==> src/rtl/dsc_pkg.sv <==
// Package: register map, field positions and timing for the self-calibration block
// Assumes an 8-bit register port with 5-bit address, single clock mclk
package dsc_pkg;
    localparam logic [4:0] ADDR_I_FINE = 5'h03;
    localparam logic [4:0] ADDR_I_COARSE = 5'h04;
    localparam logic [4:0] ADDR_I_CMRES = 5'h05;
    localparam logic [4:0] ADDR_Q_FINE = 5'h06;
    localparam logic [4:0] ADDR_Q_COARSE = 5'h07;
    localparam logic [4:0] ADDR_Q_CMRES = 5'h08;
    localparam logic [4:0] ADDR_REF_TRIM = 5'h0d;
    localparam logic [4:0] ADDR_CAL_CTRL = 5'h0e;
    localparam logic [4:0] ADDR_CAL_STAT = 5'h0f;
    localparam logic [4:0] ADDR_COEF_ADDR = 5'h10;
    localparam logic [4:0] ADDR_COEF_DATA = 5'h11;
    localparam logic [4:0] ADDR_MEM_CTRL = 5'h12;
    localparam int CAL_DIVIDER_SELECT_LSB = 0;
    localparam int CLKEN_BIT = 3;
    localparam int PICKI_BIT = 4;
    localparam int PICKQ_BIT = 5;
    localparam int DONEI_BIT = 6;
    localparam int DONEQ_BIT = 7;
    localparam int UNCALIBRATED_I_BIT = 0;
    localparam int UNCALIBRATED_Q_BIT = 1;
    localparam int RDSTB_BIT = 2;
    localparam int WRSTB_BIT = 3;
    localparam int START_BIT = 4;
    localparam logic [7:0] TRIM_RESET = 8'h00;
    localparam logic [7:0] CTRL_RESET = 8'h00;
    localparam int MIN_DIV = 32;
    localparam int MAX_DIV = 2048;
    localparam int COEF_COUNT = 32;
    localparam int COEF_WIDTH = 6;
    localparam int CAL_CYCLES = 300;
    localparam logic [5:0] COEF_RESET = 6'h20;
endpackage

==> src/rtl/dsc_cal_engine.sv <==
// One channel's calibration sequencer and coefficient store
// Assumes a one-cycle calibration clock tick from the parent divider
`timescale 1ns/1ns
module dsc_cal_engine
    import dsc_pkg::*;
#(
    parameter int CYCLES = CAL_CYCLES,
    parameter int NCOEF = COEF_COUNT
) (
    input wire logic mclk,
    input wire logic resetn,
    input wire logic calTick,
    input wire logic startCal,
    input wire logic memWe,
    input wire logic [4:0] memIdx,
    input wire logic [5:0] memWdata,
    output logic [5:0] memRdata,
    output logic calBusy,
    output logic calDone
);
    typedef enum logic [1:0] {DSC_IDLE = 2'b00, DSC_RUN = 2'b01, DSC_DONE = 2'b11} dsc_state_t;
    dsc_state_t state_q;
    logic [8:0] tickCnt_q;
    logic [5:0] coef_q [NCOEF];

    // Sequencer: counts calibration clock periods
    always_ff @(posedge mclk or negedge resetn) begin
        if (!resetn) begin
            state_q <= DSC_IDLE;
            tickCnt_q <= 9'h000;
        end else begin
            case (state_q)
                DSC_IDLE: begin
                    tickCnt_q <= 9'h000;
                    if (startCal) begin
                        state_q <= DSC_RUN;
                    end
                end
                DSC_RUN: begin
                    if (!startCal) begin
                        state_q <= DSC_IDLE;
                    end else if (calTick) begin
                        if (tickCnt_q == 9'(CYCLES - 1)) begin
                            state_q <= DSC_DONE;
                        end
                        tickCnt_q <= tickCnt_q + 9'h001;
                    end
                end
                DSC_DONE: begin
                    if (!startCal) begin
                        state_q <= DSC_IDLE;
                    end
                end
                default: state_q <= DSC_IDLE;
            endcase
        end
    end

    // Coefficient store; calibration result models a trimmed value per entry
    always_ff @(posedge mclk or negedge resetn) begin
        if (!resetn) begin
            for (int k = 0; k < NCOEF; k++) begin
                coef_q[k] <= COEF_RESET;
            end
        end else if (state_q == DSC_RUN && calTick && startCal) begin
            coef_q[tickCnt_q[4:0]] <= coef_q[tickCnt_q[4:0]] ^ 6'(tickCnt_q[8:5]);
        end else if (memWe && state_q != DSC_RUN) begin
            coef_q[memIdx] <= memWdata;
        end
    end

    assign memRdata = coef_q[memIdx];
    assign calBusy = (state_q == DSC_RUN);
    assign calDone = (state_q == DSC_DONE);
endmodule

==> src/rtl/dsc_selfcal_top.sv <==
// Self-calibration, gain and common-mode trim register block
// Assumes a synchronous 8-bit register port on mclk; trims drive analog cores
`timescale 1ns/1ns
// Notes on behaviour
// - Calibration clock is converter clock divided 32..2048
// - Divider select in control bits 2:0
// - Each channel has its own calibration hardware
// - Control bit 3 enables calibration clock
// - Bits 4/5 select I/Q for calibration, memory
// - Memory control bit 4 starts calibration
// - Status bits 6/7 report I/Q completion
// - Thirty-two coefficients readable and writable by software
// - Read bit presents addressed coefficient in data
// - Write bit lets data writes load coefficient
// - Reference trim is six-bit two's complement
// - Reference trim scales both channels and auxiliary
// - Coarse gain per channel, two's complement
// - Fine gain per channel, straight binary
// - Common-mode resistor disconnected after reset
// - Fine gain defaults to zero
module dsc_selfcal_top
    import dsc_pkg::*;
#(
    parameter int CAL_LEN = CAL_CYCLES
) (
    input wire logic mclk,
    input wire logic resetn,
    input wire logic regWrite,
    input wire logic regRead,
    input wire logic [4:0] regAddr,
    input wire logic [7:0] regWdata,
    output logic [7:0] regRdata,
    output logic [5:0] iFineGain,
    output logic [5:0] qFineGain,
    output logic [5:0] iCoarseGain,
    output logic [5:0] qCoarseGain,
    output logic [5:0] iCmResistor,
    output logic [5:0] qCmResistor,
    output logic iCmResistorEn,
    output logic qCmResistorEn,
    output logic [5:0] referenceTrim,
    output logic calClock
);
    logic [7:0] iFine_q, qFine_q, iCoarse_q, qCoarse_q, iCm_q, qCm_q, ref_q;
    logic [7:0] calCtrl_q, memCtrl_q, coefAddr_q, coefData_q;
    logic [10:0] divCnt_q;
    logic [10:0] divLimit;
    logic calTick;
    logic calClock_q;
    logic [5:0] rdI, rdQ;
    logic busyI, busyQ, doneI, doneQ;
    logic startI, startQ, weI, weQ;
    logic [4:0] coefIdx;
    logic [7:0] regRdata_d;
    logic [7:0] regRdata_q;
    logic wrStrobeOn, rdStrobeOn;

    // Trim registers
    always_ff @(posedge mclk or negedge resetn) begin
        if (!resetn) begin
            iFine_q <= TRIM_RESET;
            qFine_q <= TRIM_RESET;
            iCoarse_q <= TRIM_RESET;
            qCoarse_q <= TRIM_RESET;
            iCm_q <= TRIM_RESET;
            qCm_q <= TRIM_RESET;
            ref_q <= TRIM_RESET;
        end else if (regWrite) begin
            case (regAddr)
                ADDR_I_FINE: iFine_q <= regWdata;
                ADDR_Q_FINE: qFine_q <= regWdata;
                ADDR_I_COARSE: iCoarse_q <= regWdata;
                ADDR_Q_COARSE: qCoarse_q <= regWdata;
                ADDR_I_CMRES: iCm_q <= regWdata;
                ADDR_Q_CMRES: qCm_q <= regWdata;
                ADDR_REF_TRIM: ref_q <= regWdata;
                default: ;
            endcase
        end
    end

    // Calibration control and memory control
    always_ff @(posedge mclk or negedge resetn) begin
        if (!resetn) begin
            calCtrl_q <= CTRL_RESET;
            memCtrl_q <= CTRL_RESET;
            coefAddr_q <= CTRL_RESET;
        end else if (regWrite) begin
            case (regAddr)
                ADDR_CAL_CTRL: calCtrl_q <= regWdata;
                ADDR_MEM_CTRL: memCtrl_q <= regWdata;
                ADDR_COEF_ADDR: coefAddr_q <= regWdata;
                default: ;
            endcase
        end
    end

    // Divider limit: 32 shifted left by select, saturating at 2048
    always_comb begin
        divLimit = 11'(MAX_DIV - 1);
        if (calCtrl_q[CAL_DIVIDER_SELECT_LSB +: 3] < 3'h6) begin
            divLimit = 11'((MIN_DIV << calCtrl_q[CAL_DIVIDER_SELECT_LSB +: 3]) - 1);
        end
    end

    // Calibration clock divider, gated by enable bit
    always_ff @(posedge mclk or negedge resetn) begin
        if (!resetn) begin
            divCnt_q <= 11'h000;
            calClock_q <= 1'b0;
        end else if (!calCtrl_q[CLKEN_BIT]) begin
            divCnt_q <= 11'h000;
            calClock_q <= 1'b0;
        end else if (divCnt_q >= divLimit) begin
            divCnt_q <= 11'h000;
            calClock_q <= 1'b0;
        end else begin
            divCnt_q <= divCnt_q + 11'h001;
            calClock_q <= (divCnt_q >= (divLimit >> 1));
        end
    end

    assign calTick = calCtrl_q[CLKEN_BIT] && (divCnt_q >= divLimit);
    assign calClock = calClock_q;

    // Per-channel start and memory steering
    assign coefIdx = 5'(coefAddr_q[5:0] - 6'h01);
    assign wrStrobeOn = memCtrl_q[WRSTB_BIT];
    assign rdStrobeOn = memCtrl_q[RDSTB_BIT];
    assign startI = memCtrl_q[START_BIT] && calCtrl_q[PICKI_BIT];
    assign startQ = memCtrl_q[START_BIT] && calCtrl_q[PICKQ_BIT];
    assign weI = regWrite && regAddr == ADDR_COEF_DATA && wrStrobeOn
        && calCtrl_q[PICKI_BIT];
    assign weQ = regWrite && regAddr == ADDR_COEF_DATA && wrStrobeOn
        && calCtrl_q[PICKQ_BIT];

    dsc_cal_engine #(.CYCLES(CAL_LEN), .NCOEF(COEF_COUNT)) engineI (
        .mclk(mclk),
        .resetn(resetn),
        .calTick(calTick),
        .startCal(startI),
        .memWe(weI),
        .memIdx(coefIdx),
        .memWdata(regWdata[5:0]),
        .memRdata(rdI),
        .calBusy(busyI),
        .calDone(doneI)
    );

    dsc_cal_engine #(.CYCLES(CAL_LEN), .NCOEF(COEF_COUNT)) engineQ (
        .mclk(mclk),
        .resetn(resetn),
        .calTick(calTick),
        .startCal(startQ),
        .memWe(weQ),
        .memIdx(coefIdx),
        .memWdata(regWdata[5:0]),
        .memRdata(rdQ),
        .calBusy(busyQ),
        .calDone(doneQ)
    );

    // Coefficient data register: loaded by writes, or from memory while read bit set
    always_ff @(posedge mclk or negedge resetn) begin
        if (!resetn) begin
            coefData_q <= CTRL_RESET;
        end else if (regWrite && regAddr == ADDR_COEF_DATA) begin
            coefData_q <= {2'b00, regWdata[5:0]};
        end else if (rdStrobeOn) begin
            coefData_q <= {2'b00, calCtrl_q[PICKI_BIT] ? rdI : rdQ};
        end
    end

    // Read mux
    always_comb begin
        regRdata_d = 8'h00;
        case (regAddr)
            ADDR_I_FINE: regRdata_d = iFine_q;
            ADDR_Q_FINE: regRdata_d = qFine_q;
            ADDR_I_COARSE: regRdata_d = iCoarse_q;
            ADDR_Q_COARSE: regRdata_d = qCoarse_q;
            ADDR_I_CMRES: regRdata_d = iCm_q;
            ADDR_Q_CMRES: regRdata_d = qCm_q;
            ADDR_REF_TRIM: regRdata_d = ref_q;
            ADDR_CAL_CTRL: regRdata_d = calCtrl_q;
            ADDR_CAL_STAT: begin
                regRdata_d[DONEI_BIT] = doneI;
                regRdata_d[DONEQ_BIT] = doneQ;
                regRdata_d[UNCALIBRATED_I_BIT] = !doneI && !memCtrl_q[UNCALIBRATED_I_BIT];
                regRdata_d[UNCALIBRATED_Q_BIT] = !doneQ && !memCtrl_q[UNCALIBRATED_Q_BIT];
            end
            ADDR_COEF_ADDR: regRdata_d = coefAddr_q;
            ADDR_COEF_DATA: regRdata_d = coefData_q;
            ADDR_MEM_CTRL: regRdata_d = memCtrl_q;
            default: regRdata_d = 8'h00;
        endcase
    end

    always_ff @(posedge mclk or negedge resetn) begin
        if (!resetn) begin
            regRdata_q <= 8'h00;
        end else if (regRead) begin
            regRdata_q <= regRdata_d;
        end
    end

    assign regRdata = regRdata_q;
    assign iFineGain = iFine_q[5:0];
    assign qFineGain = qFine_q[5:0];
    assign iCoarseGain = iCoarse_q[5:0];
    assign qCoarseGain = qCoarse_q[5:0];
    assign iCmResistor = iCm_q[5:0];
    assign qCmResistor = qCm_q[5:0];
    assign iCmResistorEn = iCm_q[7];
    assign qCmResistorEn = qCm_q[7];
    assign referenceTrim = ref_q[5:0];
endmodule

==> config.mk <==
export PLATFORM = sky130hd
export DESIGN_NAME = dsc_selfcal_top
export DESIGN_NICKNAME = d
export VERILOG_FILES = /design/src/rtl/dsc_pkg.sv /design/src/rtl/dsc_cal_engine.sv /design/src/rtl/dsc_selfcal_top.sv
export SDC_FILE = /design/constraint.sdc
export NUM_CORES = 2
export LEC_CHECK = 0
export BUFFER_PORTS_ARGS = -buffer_cell sky130_fd_sc_hd__buf_4
export CORE_MARGIN = 8
export CORE_UTILIZATION = 35
export DETAILED_ROUTE_END_ITERATION = 16
export GPL_ROUTABILITY_DRIVEN = 0
export PLACE_DENSITY = 0.46
export SYNTH_ARGS = -nofsm -noshare
export SYNTH_HDL_FRONTEND = slang
export SYNTH_SLANG_ARGS = --single-unit
==> constraint.sdc <==
create_clock -name mclk -period 11.6 [get_ports mclk]
set_input_delay 1.74 -clock mclk [delete_from_list [all_inputs] [get_ports mclk]]
set_output_delay 1.74 -clock mclk [all_outputs]
set_load 0.05 [all_outputs]
# After elaboration in Yosys (flattened, before gate mapping)
# Index checks and enable logic that the tools add are counted.
# Widths: inputs -> output; s select.
[word_totals] reg_bits=514 out_inout_bits=53 word_cells=232
[op_classes] n_addsub=5 order_cmp=9 n_eq_ne=32 n_shift=1 mux=55 n_bitwise=5 n_reduce_logical=43
[op_table] op="$bwmux 192" count=4
[op_table] op="$mux 192" count=4
[op_table] op="$bmux 6 s5" count=4
[op_table] op="$demux 6 s5" count=3
[op_table] op="$mux 6" count=12
[op_table] op="$pmux 2 s12" count=2
[op_table] op="$pmux 4 s11" count=1
[op_table] op="$mux 9" count=4
[op_table] op="$pmux 9 s2" count=2
[op_table] op="$mux 11" count=3
[op_table] op="$eq 5x3->1 const B" count=4
[op_table] op="$eq 5x4->1 const B" count=4
[op_table] op="$mux 2" count=10
[op_table] op="$reduce_and 2->1" count=10
[op_table] op="$add 9x1->9 const B" count=2
[op_table] op="$eq 9x9->1 const B" count=2
[op_table] op="$ge 6x6->1 const B" count=3
[op_table] op="$logic_and 1x1->1" count=18
[op_table] op="$lt 6x1->1 const B" count=3
[op_table] op="$not 5->6" count=3
[op_table] op="$mux 8" count=2
[op_table] op="$ne 2x1->1 const B" count=8
[op_table] op="$eq 5x5->1 const B" count=3
[op_table] op="$pmux 2 s3" count=2
[op_table] op="20 further kinds" count=37

# Logic depth before layout (Yosys ltp)
[depth] word_depth=9 mapped_depth=18

# Hierarchy
# Synthesis repeated with hierarchy kept, for this count alone.
[unflattened] hier_cells=2827 hier_area_um2=30125.1
[by_module_without_submodules] mod="dsc_cal_engine (engineQ)" n_inst=1 cells_per_inst=1152 area_each_um2=12165.4 seq_area_each_um2=5119.9
[by_module_without_submodules] mod="dsc_cal_engine (engineI)" n_inst=1 cells_per_inst=1145 area_each_um2=12110.4 seq_area_each_um2=5119.9
[by_module_without_submodules] mod="dsc_selfcal_top" n_inst=1 cells_per_inst=530 area_each_um2=5849.4 seq_area_each_um2=2652.5

# Least setup slack after synthesis
# Ideal clock, no wire load.
[synth_path] path_type="register to register" from="reg coefAddr_q[0]" to="reg engineQ.coef_q[176] in the netlist's numbering" setup_time_ps=104 arrival_ps=3921 required_ps=11496 setup_slack_ps=7576 stages_incl_launch_ff=13 path_cell_list="dfrtp_1 buf_1 buf_2 buf_1 inv_1 ha_1 clkbuf_1 or3_1 o31ai_1 nand2_1 o22ai_1 nor2_1 a221oi_1"
[synth_between] elab_chain_len=9
[synth_lines] element="start: declaration" line="dsc_selfcal_top.sv:45" text="logic [7:0] calCtrl_q, memCtrl_q, coefAddr_q, coefData_q;"
[synth_lines] element="start signal: assignment" line="dsc_selfcal_top.sv:92" text="ADDR_COEF_ADDR: coefAddr_q <= regWdata;"
[synth_lines] element="$sub 5x1->5 (*)" line="dsc_selfcal_top.sv:127" text="assign coefIdx = 5'(coefAddr_q[5:0] - 6'h01);"
[synth_lines] element="$not 5->6 (implied by the code) (*)" line="dsc_cal_engine.sv:68" text="coef_q[memIdx] <= memWdata;"
[synth_lines] element="$ge 6x6->1 (implied by the code) / $lt 6x1->1 (equally long branches)" line="dsc_cal_engine.sv:68"
[synth_lines] element="$logic_and 1x1->1 (implied by the code)" line="dsc_cal_engine.sv:68"
[synth_lines] element="$mux 6 (implied by the code)" line="dsc_cal_engine.sv:68"
[synth_lines] element="$demux 6 s5 (*)" line="dsc_cal_engine.sv:68"
[synth_lines] element="$bwmux 192 (*)" line="dsc_cal_engine.sv:68"
[synth_lines] element="$mux 192 (*)" line="dsc_cal_engine.sv:67" text="end else if (memWe && state_q != DSC_RUN) begin"
[synth_lines] element="$mux 192 (*)" line="dsc_cal_engine.sv:65" text="end else if (state_q == DSC_RUN && calTick && startCal) begin"
[synth_lines] element="end signal: indexed assignment" line="dsc_cal_engine.sv:66" text="coef_q[tickCnt_q[4:0]] <= coef_q[tickCnt_q[4:0]] ^ 6'(tickCnt_q[8:5]);"
[synth_lines] element="end signal: indexed assignment" line="dsc_cal_engine.sv:68"
[synth_lines] element="end: declaration" line="dsc_cal_engine.sv:24" text="logic [5:0] coef_q [NCOEF];"
# Every way passes the cells marked *; elsewhere a longest branch is shown, timed or not. The select of a mux whose other input is x is not followed.
# A chain may end at the register's enable or synchronous reset.

# Final worst setup path
[layout_path] from="reg calCtrl_q[2]" to="reg engineI.coef_q[167] in the netlist's numbering"
[layout_between] elab_chain_len=8
[layout_lines] element="start: declaration" line="dsc_selfcal_top.sv:45"
[layout_lines] element="start signal: assignment" line="dsc_selfcal_top.sv:90" text="ADDR_CAL_CTRL: calCtrl_q <= regWdata;"
[layout_lines] element="$shl 6x3->11" line="dsc_selfcal_top.sv:102" text="divLimit = 11'((MIN_DIV << calCtrl_q[CAL_DIVIDER_SELECT_LSB +: 3]) - 1);"
[layout_lines] element="$sub 11x2->11" line="dsc_selfcal_top.sv:102"
[layout_lines] element="$mux 11 (*)" line="dsc_selfcal_top.sv:101" text="if (calCtrl_q[CAL_DIVIDER_SELECT_LSB +: 3] < 3'h6) begin"
[layout_lines] element="$ge 11x11->1 (*)" line="dsc_selfcal_top.sv:123" text="assign calTick = calCtrl_q[CLKEN_BIT] && (divCnt_q >= divLimit);"
[layout_lines] element="$logic_and 1x1->1 (*)" line="dsc_selfcal_top.sv:123"
[layout_lines] element="$logic_and 1x1->1 (*) (2 in series)" line="dsc_cal_engine.sv:65"
[layout_lines] element="$mux 192 / $reduce_bool 2->1 (equally long branches)"
[layout_lines] element="end signal: indexed assignment" line="dsc_cal_engine.sv:66"
[layout_lines] element="end signal: indexed assignment" line="dsc_cal_engine.sv:68"
[layout_lines] element="end: declaration" line="dsc_cal_engine.sv:24"
# Every way passes the cells marked *; elsewhere a longest branch is shown, timed or not.

==> flow_summary.json <==
{
  "status": "complete, no violations",
  "cts-root-buf": "clkbuf_16",
  "grt_max_degree": 145,
  "synth_ff_type": "dfrtp_1",
  "synth_edf_count": 0,
  "layout-drive-gt1-share": 0.2172,
  "yosysSeqAreaShare": 0.4207,
  "cp-end-kind": "flip-flop",
  "critPathArrivalTime_ps": 5360,
  "synth-seq-cells": 512,
  "yosysWarnings": 0,
  "wl_per_cell_um": 32.24,
  "synthArstFlopShare": 1.000,
  "die_h_um": 311.9,
  "maxSlewHeadroom": 0.1174,
  "grt_pass1_vias": 26470,
  "avgSynthCellArea_sq_um": 10.48,
  "die_w_um": 311.9,
  "drt-total-wl_um": 130700,
  "peakVddDrop_mv": 0.1129,
  "grt-ovfl-total": 0,
  "postLayoutSetupSlackWorst_ps": 6787,
  "path_max_fanout": 36,
  "syn2layout_area_growth_pct": 11.54,
  "grt.total_usage": 0.2589,
  "p_clk_frac": 0.408,
  "worstSkewPairLatency_ps": 670,
  "cts.repair.resized": 0,
  "critPathKind": "flip-flop to flip-flop",
  "viasPerCell": 6.742,
  "first_iter_violations": 3497,
  "worstMarginPinSlew_ps": 1291,
  "yosysUniqueCellTypes": 75,
  "syn_inst": 2923,
  "core_region_area_sq_um": 86750,
  "route.detailed.drc": 0,
  "intPower_uw": 3367,
  "finalCritPeriodShare": 0.4149,
  "drv_cap": 0,
  "final_antenna_net_count": 0,
  "h-tree-depth": 2,
  "grt_pass1_wl_um": 191900,
  "cts_tree": "built",
  "fin_skew_ps": 47.21,
  "num_vias": 27330,
  "finalSetupViolCount": 0,
  "p_comb_frac": 0.200,
  "ioPinCount": 70,
  "postCtsSetupBuffers": 0,
  "power_switching_uw": 1614,
  "antenna_found_initial": 1,
  "nets": 2888,
  "row_count": 108,
  "hpwlAfterDp_um": 88360,
  "synth_area_sq_um": 30650,
  "hold_violations": 0,
  "rsz0062_at_grt": "no",
  "start_util": 0.3533,
  "cts_buffers": 60,
  "syn_nets": 2967,
  "slew_violations": 0,
  "final_common_cell": "dfrtp_1",
  "clk_pin_slew_worst_paths_ps": 60,
  "final_cell_mix": "dfrtp_1, nand2_1, o221ai_1, o21ai_0, mux4_2",
  "p_seq_frac": 0.392,
  "worst-endpoint-required_ps": 12150,
  "p_per_area_nw_per_um2": 145.7,
  "fmax_mhz": 207.8,
  "swShare": 0.3240,
  "start_kind": "flip-flop",
  "dr.pass1.iters": 8,
  "p_leak_uw": 0.01271,
  "portBuffers": 69,
  "cts_buffer_depth": 3,
  "fp.dieArea_sq_um": 97290,
  "layout_min_cycle_time_ps": 4813,
  "cts_hold_buffers": 0,
  "clkSinkCount": 512,
  "hp-class": "flip-flop to flip-flop",
  "pre_cts_ws_ps": 6877,
  "setup-tns-final_ps": 0
}
routing by layer:
metal | vias to the layer above | track usage | wire length, um
met2 | 1716 | 0.3958 | 58250
met3 | 250 | 0.05547 | 13370
met4 | 0 | 0.07812 | 4388
met5 | - | 0 | 0
li1 | 11200 | - | -
met1 | 14160 | 0.3671 | 54670
power groups by stage:
stage          sequential [uW]  clock [uW]  combinational (uW)
2_1_floorplan             1940           0                 642
3_3_place_gp              1980           0                 978
3_5_place_dp              1980           0                 982
4_1_cts                   1950        2060                 984
5_1_grt                   1960        2130                1040
6_report                  1950        2030                 997
synthesized netlist by cell type, types with 27 or more instances:
cell type / instances / area, sq um
a21oi_1: 144 / 720.7
a221oi_1: 39 / 341.6
a22oi_1: 80 / 600.6
a31oi_1: 37 / 231.5
buf_2: 47 / 235.2
buf_4: 44 / 330.3
clkbuf_1: 154 / 578.1
dfrtp_1: 448 / 11210
dfstp_2: 64 / 1682
ha_1: 27 / 337.8
inv_1: 27 / 101.4
mux2_2: 89 / 1002
mux2i_1: 65 / 650.6
mux4_2: 186 / 4189
nand2_1: 382 / 1434
nand3_1: 77 / 385.4
nor2_1: 165 / 619.3
nor3_1: 45 / 225.2
o211ai_1: 29 / 217.7
o21ai_0: 196 / 980.9
o221ai_1: 205 / 1795
critical path: stages (launching register included):
cell and delay (ps):
dfrtp_1 440, nor3_1 350, inv_1 100, ha_1 230
nand2b_1 90, o32ai_1 90, ha_1 290, nand2_1 60
or4_1 530, buf_4 290, a21o_1 230, buf_4 290
o21ai_2 930, buf_4 420, nor2_1 70, a21oi_1 140
o21ai_0 100
through the flow:
stage / hold slack (ps) / area (sq um) / total power, uW / std cells / util
floorplan: 461.8 / 30650 / 2581 / 2923 / -
CTS: 506.0 / 34180 / 4998 / 4051 / 0.3940
global placement: 483.6 / 32110 / 2957 / 3937 / 0.3701
finish: 504.7 / 34180 / 4980 / 4053 / 0.3940
global route: 515.4 / 34180 / 5125 / 4051 / 0.3940
detailed placement: 492.2 / 32110 / 2964 / 3937 / 0.3701
registers in the layout (all words and copies together) (netlist names), 6 cells and up:
name               flops
engineI.coef_q       192
engineQ.coef_q       192
divCnt_q              11
engineI.tickCnt_q      9
engineQ.tickCnt_q      9
calCtrl_q              8
coefAddr_q             8
iCm_q                  8
iCoarse_q              8
iFine_q                8
memCtrl_q              8
qCm_q                  8
qCoarse_q              8
qFine_q                8
ref_q                  8
regRdata               8
coefData_q             6
cells by family (layout without fill, tap and decap cells):
kind of cell,Yosys count,in the layout,synth area share
AOI/OAI and AO/OA,921,921,0.2114
and+or+nand+nor,790,790,0.1126
DFF,512,512,0.4207
muxes,340,340,0.1906
buffers and inverters,306,279,0.04601
adders and majority gates,27,27,0.01102
xor gates and xnor gates,27,27,0.007716
other,0,2,0
final cells by class:
| class | count | area, sq um |
|---|---|---|
| clock inverters | 25 | 321.6 |
| flip-flops and latches | 512 | 12900 |
| well taps | 1155 | 1445 |
| inverters | 30 | 112.6 |
| clock buffers | 89 | 1752 |
| diodes | 2 | 5.005 |
| multi-input cells | 2105 | 16600 |
| fillers | 8367 | 52570 |
| repair buffers | 135 | 1046 |
final timing paths:
check                                            to          from  slack, ps  cells past startpoint
min in group asynchronous              divCnt_q[10]        resetn       1070                      1
worst max register to register  engineI.coef_q[167]  calCtrl_q[2]       6790                     16
worst max-delay path            engineI.coef_q[167]  calCtrl_q[2]       6790                     16
worst min register to register         iCoarse_q[6]  iCoarse_q[6]        500                      1
worst min-delay path                   iCoarse_q[6]  iCoarse_q[6]        500                      1
max in group asynchronous        engineI.coef_q[61]        resetn       8350                      3
No activity file was read; power rests on OpenSTA's default activity.
